File: src/fapc_map.svh
// Register offsets, field positions, reset values and timing figures of the alert and fault block.
// Assumes an eight-bit register port already decoded by the device's control interface.
`ifndef FAPC_MAP_SVH
`define FAPC_MAP_SVH
// Register offsets.
`define FAPC_ADDR_ALERT_CFG   8'h42
`define FAPC_ADDR_FAULT_CFG   8'h43
`define FAPC_ADDR_TUNE_CFG    8'h4f
// Reset values.
`define FAPC_RST_ALERT_CFG    8'h00
`define FAPC_RST_FAULT_CFG    8'h50
`define FAPC_RST_TUNE_CFG     8'h00
// Alert configuration fields.
`define FAPC_POL_BIT          7
`define FAPC_EVT_HI           6
`define FAPC_EVT_LO           5
`define FAPC_INPD_HI          4
`define FAPC_INPD_LO          3
`define FAPC_RDBK_BIT         2
`define FAPC_INRCV_BIT        1
`define FAPC_CLR_BIT          0
// Converter fault configuration fields.
`define FAPC_OUTPD_HI         6
`define FAPC_OUTPD_LO         5
`define FAPC_OUTRCV_BIT       4
`define FAPC_OUTSTS_BIT       3
`define FAPC_SKIPPU_BIT       2
`define FAPC_DETDIS_BIT       1
`define FAPC_REGDIS_BIT       0
// Writable bits of the two mixed registers.
`define FAPC_FAULT_WMASK      8'h77
`define FAPC_TUNE_WMASK       8'hfe
// Power tuning fields.
`define FAPC_MODHALF_BIT      7
`define FAPC_BYPASS_BIT       5
`define FAPC_LPFILT_BIT       2
`define FAPC_IREF_BIT         1
// Alert pulse timing.
`define FAPC_CLK_KHZ          10000
`define FAPC_PULSE_US         2000
`define FAPC_PERIOD_US        4000
`endif

File: src/fapc_pkg.sv
// Types shared by the alert and fault block and its surroundings.
// Assumes fapc_map.svh is on the include path.
package fapc_pkg;
	// One access from the control interface, valid for one cycle.
	typedef struct packed {
		logic [7:0] addr;
		logic       wr;
		logic       rd;
		logic [7:0] wdata;
	} fapc_reg_req_t;

	// Static controls handed to the converter datapath.
	typedef struct packed {
		logic modulator_clock_half;
		logic fir_segmenter_bypass;
		logic reduced_power_filter_en;
		logic reference_current_sel;
	} fapc_tune_t;

	// Alert styles.
	typedef enum logic [1:0] {
		FAPC_EVT_LATCHED = 2'h0,
		FAPC_EVT_LIVE    = 2'h1,
		FAPC_EVT_REPEAT  = 2'h2,
		FAPC_EVT_ONESHOT = 2'h3
	} fapc_evt_t;

	// Which faults power channels down.
	typedef enum logic [1:0] {
		FAPC_PD_NONE     = 2'h0,
		FAPC_PD_UNMASKED = 2'h1,
		FAPC_PD_ALL      = 2'h2,
		FAPC_PD_RSVD     = 2'h3
	} fapc_pdsel_t;

	// Alert pulse sequencer.
	typedef enum logic [2:0] {
		FAPC_ST_IDLE = 3'h1,
		FAPC_ST_ON   = 3'h2,
		FAPC_ST_OFF  = 3'h4
	} fapc_state_t;
endpackage : fapc_pkg

File: src/fapc_top.sv
// Alert pin, fault power-down and recovery, and converter power tuning controls.
// Assumes register accesses and interrupt sources are synchronous to core_clk.
//
// Notes on behaviour
// RULE1: Alert pin polarity bit 7: zero active low, one active high.
// RULE2: Style 0 asserts alert while any unmasked latched flag is set.
// RULE3: Style 1 asserts alert while any unmasked live condition is present.
// RULE4: Style 2 pulses alert 2 ms every 4 ms while unmasked latches remain.
// RULE5: Style 3 gives one 2 ms pulse per unmasked interrupt event; code merges same-cycle events and holds over at most one event per pulse.
// RULE6: Bits 4-3 pick input faults causing power-down: none, unmasked, all.
// RULE7: Readback bit 2 set shows only unmasked flags in the latched view.
// RULE8: Bit 1 picks automatic or manual recovery of faulted input channels.
// RULE9: Clear-on-read bit 0 set clears flags on read even while live.
// RULE10: Output power-down select at bits 6-5 resets to all faults.
// RULE11: Output recovery bit resets to manual; zero gives automatic recovery.
// RULE12: Status bit 3 reads one while any output channel is held down.
// RULE13: Bit 2 set ignores guard faults during converter power-up.
// RULE14: Bit 1 set disables output guard and short fault detection.
// RULE15: Bit 0 set disables regulator short detection.
// RULE16: Power tuning bit 7 halves the modulator clock to 1.5 MHz.
// RULE17: Power tuning bit 5 bypasses the FIR filter and segmenter.
// RULE18: Power tuning bit 2 enables the reduced-power interpolation filter.
// RULE19: Power tuning bit 1 selects reference current Vref/R or Vref/2R.
// RULE20: Software writes only reset values into reserved fields.
// RULE21: Latched styles release alert once all unmasked latches are cleared.
`timescale 1ns/1ps
`include "fapc_map.svh"
module fapc_top #(
	parameter int NI         = 4,
	parameter int NO         = 2,
	parameter int NINT       = 8,
	parameter int PULSE_CYC  = `FAPC_PULSE_US * `FAPC_CLK_KHZ / 1000,
	parameter int PERIOD_CYC = `FAPC_PERIOD_US * `FAPC_CLK_KHZ / 1000
) (
	input  wire logic                   core_clk,
	input  wire logic                   rst_n,
	input  wire fapc_pkg::fapc_reg_req_t reg_req,
	output logic [7:0]                  reg_rdata,
	input  wire logic [NINT-1:0]        int_live,
	input  wire logic [NINT-1:0]        int_mask,
	input  wire logic                   latch_rd,
	output logic [NINT-1:0]             latch_rdata,
	output logic                        alert_pin,
	input  wire logic [NI-1:0]          in_fault_live,
	input  wire logic [NI-1:0]          in_fault_mask,
	input  wire logic                   in_pd_release,
	output logic [NI-1:0]               in_pd,
	input  wire logic [NO-1:0]          out_short_live,
	input  wire logic [NO-1:0]          out_guard_live,
	input  wire logic [NO-1:0]          out_fault_mask,
	input  wire logic                   dac_powering_up,
	input  wire logic                   out_pd_release,
	output logic [NO-1:0]               out_pd,
	input  wire logic                   regulator_short_live,
	output logic                        regulator_short_flag,
	output fapc_pkg::fapc_tune_t        tune
);
	import fapc_pkg::*;

	localparam int CW = $clog2(PERIOD_CYC + 1);
	localparam logic [CW-1:0] ON_LAST  = CW'(PULSE_CYC - 1);
	localparam logic [CW-1:0] OFF_LAST = CW'(PERIOD_CYC - PULSE_CYC - 1);

	typedef struct packed {
		logic [7:0]      alert_cfg;
		logic [7:0]      fault_cfg;
		logic [7:0]      tune_cfg;
		logic [NINT-1:0] latch;
		logic [NINT-1:0] live_q;
		logic [NINT-1:0] lrd;
		logic [NI-1:0]   in_pd;
		logic [NO-1:0]   out_pd;
		logic            reg_short;
		fapc_state_t     st;
		logic [CW-1:0]   cnt;
		logic            pending;
		logic            alert;
		logic [7:0]      rdata;
	} fapc_regs_t;

	////////////////////////////////////////////////////////////////////////////
	// Reset release through two flip-flops; assertion stays asynchronous.
	logic rst_meta_r;
	logic rst_sync_r;
	always_ff @(posedge core_clk or negedge rst_n) begin
		if (!rst_n) begin
			rst_meta_r <= 1'b0;
			rst_sync_r <= 1'b0;
		end else begin
			rst_meta_r <= 1'b1;
			rst_sync_r <= rst_meta_r;
		end
	end

	// Picks the faults that count for power-down under a select value.
	function automatic logic [7:0] fapc_pick(input logic [1:0] sel, input logic [7:0] live,
			input logic [7:0] mask);
		case (sel)
			FAPC_PD_UNMASKED: fapc_pick = live & ~mask;
			FAPC_PD_ALL:      fapc_pick = live;
			default:          fapc_pick = 8'h00;
		endcase
	endfunction : fapc_pick

	////////////////////////////////////////////////////////////////////////////
	fapc_regs_t s_r;
	fapc_regs_t s_nxt;
	fapc_evt_t  evt;
	logic [NINT-1:0] rise;
	logic [NINT-1:0] clr;
	logic [NO-1:0]   out_fault;
	logic [NI-1:0]   in_hit;
	logic [NO-1:0]   out_hit;
	logic            any_latched;
	logic            any_live;
	logic            new_event;
	logic            active;

	// Event decode: a flag latches on the rising edge of its live condition.
	always_comb begin
		evt         = fapc_evt_t'(s_r.alert_cfg[`FAPC_EVT_HI:`FAPC_EVT_LO]);
		rise        = int_live & ~s_r.live_q;
		any_latched = |(s_r.latch & ~int_mask);
		any_live    = |(int_live & ~int_mask);                              // see RULE3
		new_event   = |(rise & ~int_mask);
		// Read clears only settled flags unless clearing is forced.
		clr = {NINT{latch_rd}} & (s_r.alert_cfg[`FAPC_CLR_BIT] ? {NINT{1'b1}} : ~int_live); // see RULE9
		// Detection gating and the power-up guard exemption.
		out_fault = (out_short_live | (out_guard_live &
			~{NO{dac_powering_up & s_r.fault_cfg[`FAPC_SKIPPU_BIT]}}))      // see RULE13
			& ~{NO{s_r.fault_cfg[`FAPC_DETDIS_BIT]}};                       // see RULE14
		in_hit  = NI'(fapc_pick(s_r.alert_cfg[`FAPC_INPD_HI:`FAPC_INPD_LO],
			8'(in_fault_live), 8'(in_fault_mask)));                         // see RULE6
		out_hit = NO'(fapc_pick(s_r.fault_cfg[`FAPC_OUTPD_HI:`FAPC_OUTPD_LO],
			8'(out_fault), 8'(out_fault_mask)));                            // see RULE10
	end

	// Next state of the whole block.
	always_comb begin
		s_nxt        = s_r;
		s_nxt.live_q = int_live;
		// A new event in the clearing cycle survives because set comes last.
		s_nxt.latch  = (s_r.latch & ~clr) | rise;                           // see RULE9
		s_nxt.lrd    = s_r.alert_cfg[`FAPC_RDBK_BIT] ? (s_r.latch & ~int_mask) : s_r.latch; // see RULE7

		// Held channels release when the fault is gone, on their own or by software.
		s_nxt.in_pd = s_r.in_pd & ~(~in_fault_live &
			{NI{~s_r.alert_cfg[`FAPC_INRCV_BIT] | in_pd_release}}) | in_hit; // see RULE8
		s_nxt.out_pd = s_r.out_pd & ~(~out_fault &
			{NO{~s_r.fault_cfg[`FAPC_OUTRCV_BIT] | out_pd_release}}) | out_hit; // see RULE11
		s_nxt.reg_short = regulator_short_live & ~s_r.fault_cfg[`FAPC_REGDIS_BIT]; // see RULE15

		// Register writes; read-only and reserved-read bits keep their value.
		if (reg_req.wr) begin
			case (reg_req.addr)
				`FAPC_ADDR_ALERT_CFG: s_nxt.alert_cfg = reg_req.wdata;
				`FAPC_ADDR_FAULT_CFG: s_nxt.fault_cfg = reg_req.wdata & `FAPC_FAULT_WMASK;
				`FAPC_ADDR_TUNE_CFG:  s_nxt.tune_cfg  = reg_req.wdata & `FAPC_TUNE_WMASK;
				default: ;
			endcase
		end
		// Register reads answer one cycle later; unmapped addresses read zero.
		if (reg_req.rd) begin
			case (reg_req.addr)
				`FAPC_ADDR_ALERT_CFG: s_nxt.rdata = s_r.alert_cfg;
				`FAPC_ADDR_FAULT_CFG: s_nxt.rdata = s_r.fault_cfg
					| (8'(|s_r.out_pd) << `FAPC_OUTSTS_BIT);                // see RULE12
				`FAPC_ADDR_TUNE_CFG:  s_nxt.rdata = s_r.tune_cfg;
				default:              s_nxt.rdata = 8'h00;
			endcase
		end

		// Pulse sequencer for the repeating and one-shot styles.
		s_nxt.cnt = s_r.cnt + CW'(1);
		if (new_event && evt == FAPC_EVT_ONESHOT && s_r.st == FAPC_ST_ON) begin
			s_nxt.pending = 1'b1;
		end
		case (s_r.st)
			FAPC_ST_IDLE: begin
				s_nxt.cnt = '0;
				if (evt == FAPC_EVT_REPEAT && any_latched) begin
					s_nxt.st = FAPC_ST_ON;                                  // see RULE4
				end else if (evt == FAPC_EVT_ONESHOT && (new_event || s_r.pending)) begin
					s_nxt.st      = FAPC_ST_ON;                             // see RULE5
					s_nxt.pending = 1'b0;
				end
			end
			FAPC_ST_ON: begin
				if (evt == FAPC_EVT_REPEAT && !any_latched) begin
					s_nxt.st = FAPC_ST_IDLE;                                // see RULE21
				end else if (s_r.cnt == ON_LAST) begin
					s_nxt.cnt = '0;
					s_nxt.st  = (evt == FAPC_EVT_REPEAT) ? FAPC_ST_OFF : FAPC_ST_IDLE;
				end
			end
			FAPC_ST_OFF: begin
				if (!any_latched || evt != FAPC_EVT_REPEAT) begin
					s_nxt.st = FAPC_ST_IDLE;                                // see RULE21
				end else if (s_r.cnt == OFF_LAST) begin
					s_nxt.cnt = '0;
					s_nxt.st  = FAPC_ST_ON;                                 // see RULE4
				end
			end
			default: s_nxt.st = FAPC_ST_IDLE;
		endcase
		if (evt == FAPC_EVT_LATCHED || evt == FAPC_EVT_LIVE) begin
			s_nxt.st      = FAPC_ST_IDLE;
			s_nxt.pending = 1'b0;
		end

		// Alert request by style, then polarity for the pin level.
		case (evt)
			FAPC_EVT_LATCHED: active = any_latched;                         // see RULE2
			FAPC_EVT_LIVE:    active = any_live;                            // see RULE3
			default:          active = (s_r.st == FAPC_ST_ON);
		endcase
		s_nxt.alert = s_r.alert_cfg[`FAPC_POL_BIT] ? active : ~active;      // see RULE1
	end

	// One register stage holds all state; the idle pin level is high after reset.
	always_ff @(posedge core_clk or negedge rst_sync_r) begin
		if (!rst_sync_r) begin
			s_r           <= '0;
			s_r.alert_cfg <= `FAPC_RST_ALERT_CFG;
			s_r.fault_cfg <= `FAPC_RST_FAULT_CFG;
			s_r.tune_cfg  <= `FAPC_RST_TUNE_CFG;
			s_r.st        <= FAPC_ST_IDLE;
			s_r.alert     <= 1'b1;
		end else begin
			s_r <= s_nxt;
		end
	end

	////////////////////////////////////////////////////////////////////////////
	// Outputs straight from state; tuning bits are static datapath controls.
	assign reg_rdata            = s_r.rdata;
	assign latch_rdata          = s_r.lrd;
	assign alert_pin            = s_r.alert;
	assign in_pd                = s_r.in_pd;
	assign out_pd               = s_r.out_pd;
	assign regulator_short_flag = s_r.reg_short;
	assign tune.modulator_clock_half    = s_r.tune_cfg[`FAPC_MODHALF_BIT]; // see RULE16
	assign tune.fir_segmenter_bypass    = s_r.tune_cfg[`FAPC_BYPASS_BIT];  // see RULE17
	assign tune.reduced_power_filter_en = s_r.tune_cfg[`FAPC_LPFILT_BIT];  // see RULE18
	assign tune.reference_current_sel   = s_r.tune_cfg[`FAPC_IREF_BIT];    // see RULE19
endmodule : fapc_top

File: config.mk
export PLATFORM = sky130hd
export DESIGN_NAME = fapc_top
export DESIGN_NICKNAME = d
export VERILOG_FILES = /design/src/fapc_pkg.sv /design/src/fapc_top.sv
export VERILOG_INCLUDE_DIRS = /design/src
export SDC_FILE = /design/constraint.sdc
export NUM_CORES = 1
export LEC_CHECK = 0
export BUFFER_PORTS_ARGS = -buffer_cell sky130_fd_sc_hd__buf_2
export CORE_ASPECT_RATIO = 1.25
export CORE_MARGIN = 2
export CORE_UTILIZATION = 59
export CTS_CLUSTER_SIZE = 20
export DETAILED_ROUTE_END_ITERATION = 10
export GPL_TIMING_DRIVEN = 0
export MAX_ROUTING_LAYER = met4
export PLACE_DENSITY = 0.91
export SLEW_MARGIN = 25
export SYNTH_ARGS = -nofsm -noshare
export SYNTH_HDL_FRONTEND = slang
export SYNTH_SLANG_ARGS = --single-unit
export TNS_END_PERCENT = 20
File: constraint.sdc
create_clock -name core_clk -period 7.55 [get_ports core_clk]
set_input_delay 1.51 -clock core_clk [delete_from_list [all_inputs] [get_ports core_clk]]
set_output_delay 1.51 -clock core_clk [all_outputs]
set_load 0.03 [all_outputs]
==> flow_metrics.tcl <==
set metrics [dict create \
    cts-root-buf "clkbuf_8" \
    critPathRequiredTime_ps 7790 \
    cp_cell_sequence "buf_2 -> or4_4 -> nor4b_4 -> nand2_4 -> mux2_2" \
    synthesis.nets 468 \
    r2r_cells 7 \
    ctsHtreeMaxLevel 3 \
    rows 33 \
    area_growth_pct 18.6 \
    p_sw_w 0.000269 \
    core-area_um2 6650 \
    grt_max_degree 56 \
    cts_hold_buf 0 \
    synthFlopType "dfrtp_1" \
    critPathLaunchType "primary input" \
    cts_setup_buffers 0 \
    peakVddDrop_uv 121 \
    antenna_found_initial 0 \
    p_leak_nw 2.35 \
    wl_met1_um 3460 \
    port-buffer-count 81 \
    grt_pass1_wl_um 15000 \
    arrival_ps 3310 \
    track_usage_pct 25.5 \
    wirelength_um 9030 \
    yosysTopAreaCell "dfrtp_1" \
    start_util_pct 61.6 \
    period_needed_ps 3060 \
    die_y_um 97.1 \
    tns_ps 0 \
    rr_startpoint "s_r[52]$_DFF_PN0_" \
    synth_top_area_share_pct 48.3 \
    topRoutingLayerUsed "met4" \
    holdWs_ps 259 \
    cts_tree "built" \
    p_int_w 0.000716 \
    avgRoutedWirePerCell_um 15.2 \
    finalSetupViolations 0 \
    diodes 0 \
    powerDensity_nw_per_um2 203 \
    cts-buffers-inserted 9 \
    die_x_um 78.5 \
    holdCritPathClass "reg2async" \
    ys_seq_elements 83 \
    clk_latency_ps 350 \
    maxCapViolations 0 \
    status "completed" \
    worst_pin_slew_ps 752 \
    rsz0062_at_grt "no" \
    syn_inst 408 \
    dr.first_iter.drc_count 239 \
    vias 3307 \
    worstPathMaxFanout 8 \
    p_seq_share_pct 49.7 \
    cts_sinks 83 \
    pwr-share-comb_pct 15.0 \
    met2_length_um 4840 \
    slowest_stage "nor4b_4" \
    clk_pin_slew_worst_paths_ps 90 \
    r2r_end "s_r[17]$_DFF_PN0_" \
    syn_area_per_cell_um2 10.0 \
    maxSlewViolCount 0 \
    synth_warnings 0 \
    drc_errors 0 \
    nets 561 \
    dr.pass1.iters 5 \
    slew_headroom_pct 49.4 \
    gp_congestion 0.971 \
    period_share_pct 40.6 \
    crit_type "in2reg" \
    fmax_ghz 0.327 \
    synth_area_leaders "dfrtp_1 48%, mux2_2 5.8%, buf_4 4.8%, o21ai_0 3.5%, nand2_1 3.4%" \
    ant_nets 0 \
    synth_cell_types 48 \
    layout-drive-gt1-share_pct 30.8 \
    die_area_um2 7630 \
    synthArstFlopShare_pct 100 \
    grt_pass1_vias 3315 \
    cp_slowest_stage_delay_ps 620 \
    hold_viol 0 \
    wl_met3_um 471 \
    fin_skew_ps 13.9 \
    switching_share_pct 27.3 \
    synth-edff-count 0 \
    yosysSeqAreaShare_pct 50.9 \
    clockPowerShare_pct 35.3 \
    r2r_slack_ps 5380 \
    viasPerCell 5.58 \
    cts_max_path_buffers 2 \
    grt_remaining_overflow 0 \
    boundaryPins 83 \
    post_cts_resized 0 \
    end_kind "flop" \
    syn_area_um2 4090 \
    dp_hpwl_um 6670 \
]
## per-layer routing
layer / up-vias / global-route usage (%)
li1: 1559 / -
met1: 1606 / 28.9
met2: 122 / 43.5
met3: 20 / 4.93
met4: 0 / 11.1
met5: - / -
## synthesized netlist by cell type (2+ instances only)
| cell | n |
|---|---|
| o31ai_1 | 2 |
| a222oi_1 | 5 |
| clkbuf_1 | 8 |
| ha_1 | 5 |
| o21ai_0 | 29 |
| nand4_1 | 5 |
| a21oi_1 | 12 |
| nor2b_1 | 14 |
| a22oi_1 | 2 |
| inv_1 | 35 |
| nor4_1 | 3 |
| xor2_1 | 8 |
| dfstp_2 | 4 |
| o22ai_1 | 8 |
| dfrtp_1 | 79 |
| a21boi_0 | 8 |
| and3_1 | 5 |
| mux2_2 | 21 |
| xnor2_1 | 7 |
| nor3b_1 | 6 |
| nand2_1 | 37 |
| nor2_1 | 34 |
| nand3_1 | 16 |
| buf_4 | 26 |
| a2111oi_0 | 3 |
| mux2i_1 | 2 |
| and4_1 | 3 |
## layout make-up
type / count / area (um^2)
Clock inverter: 6 / 90.1
Inverter: 35 / 131
Sequential cell: 83 / 2090
Buffer: 35 / 229
Tap cell: 87 / 109
Multi-Input combinational cell: 255 / 1650
Clock buffer: 10 / 128
Fill cell: 458 / 1790
Timing Repair Buffer: 82 / 433
## logic make-up after synthesis
kind of cell | count (synthesis) | synth area share (%)
flip-flops | 83 | 50.9
adder cells (fa/ha/maj) | 5 | 1.53
AO/OA/AOI/OAI | 79 | 12.3
other | 1 | 0.0916
XOR/XNOR | 15 | 3.21
multiplexers | 23 | 6.27
AND/OR/NAND/NOR | 132 | 16.9
buffers and inverters | 70 | 8.80
## registers in the layout, indices dropped and copies added (netlist names)
| register | cells |
|---|---|
| rst_meta_r | 1 |
| latch_rdata | 8 |
| out_pd | 2 |
| regulator_short_flag | 1 |
| alert_pin | 1 |
| tune | 4 |
| rst_sync_r | 1 |
| s_r | 51 |
| evt | 2 |
| reg_rdata | 8 |
| in_pd | 4 |
## cell usage in the layout (no fill, tap or decap), drive strengths merged, types with 2 or more instances in the layout
master and instances:
buf 109, dfrtp 79, nand2 38, inv 36
nor2 34, o21ai 29, mux2 21, clkbuf 18
nand3 16, nor2b 14, a21oi 12, xor2 8
a21boi 8, o22ai 8, xnor2 7, nor3b 6
nand4 5, and3 5, a222oi 5, ha 5
dfstp 4, nor4 4, a2111oi 3, and4 3
o31ai 2, a22oi 2, mux2i 2, bufinv 2
nor4b 2, clkinv 2
## through the flow
stage                     instance area, um^2  util (%)  worst slack [ps]  cells  power [W]
after global routing                     4860      73.1              4390    593    0.00103
after detailed placement                 4640      69.8              4170    577   0.000645
after CTS                                4860      73.1              4500    593   0.000992
after global placement                   4610      69.3              4190    576   0.000636
final                                    4860      73.1              4490    593   0.000986
after floorplan                          4090         -              4490    408   0.000591
## power by group through the flow
stage,Combinational [W],Sequential (W),Clock [W]
final,0.000148,0.000490,0.000348
after global routing,0.000163,0.000493,0.000377
after CTS,0.000148,0.000489,0.000354
after detailed placement,0.000147,0.000498,0
after global placement,0.000135,0.000502,0
after floorplan,0.0000934,0.000498,0
## worst max path at each step
stage | start | to | slack (ps) | cells past startpoint
floorplan | reg_req[15] | s_r[68]$_DFFE_PN0P_ | 4490 | 4
global placement | reg_req[15] | s_r[69]$_DFFE_PN0P_ | 4190 | 5
detailed placement | reg_req[15] | s_r[69]$_DFFE_PN0P_ | 4170 | 5
CTS | reg_req[15] | s_r[69]$_DFFE_PN0P_ | 4500 | 5
global route | int_mask[0] | s_r[20]$_DFF_PN0_ | 4390 | 8
finish | reg_req[15] | s_r[69]$_DFFE_PN0P_ | 4490 | 5
## critical path, delay by kind of cell
family                 cells  cell delay [ps]
AND/OR/NAND/NOR            3             1370
multiplexers               1              310
buffers and inverters      1              100
Note: power is estimated with default switching activity, not from simulation.
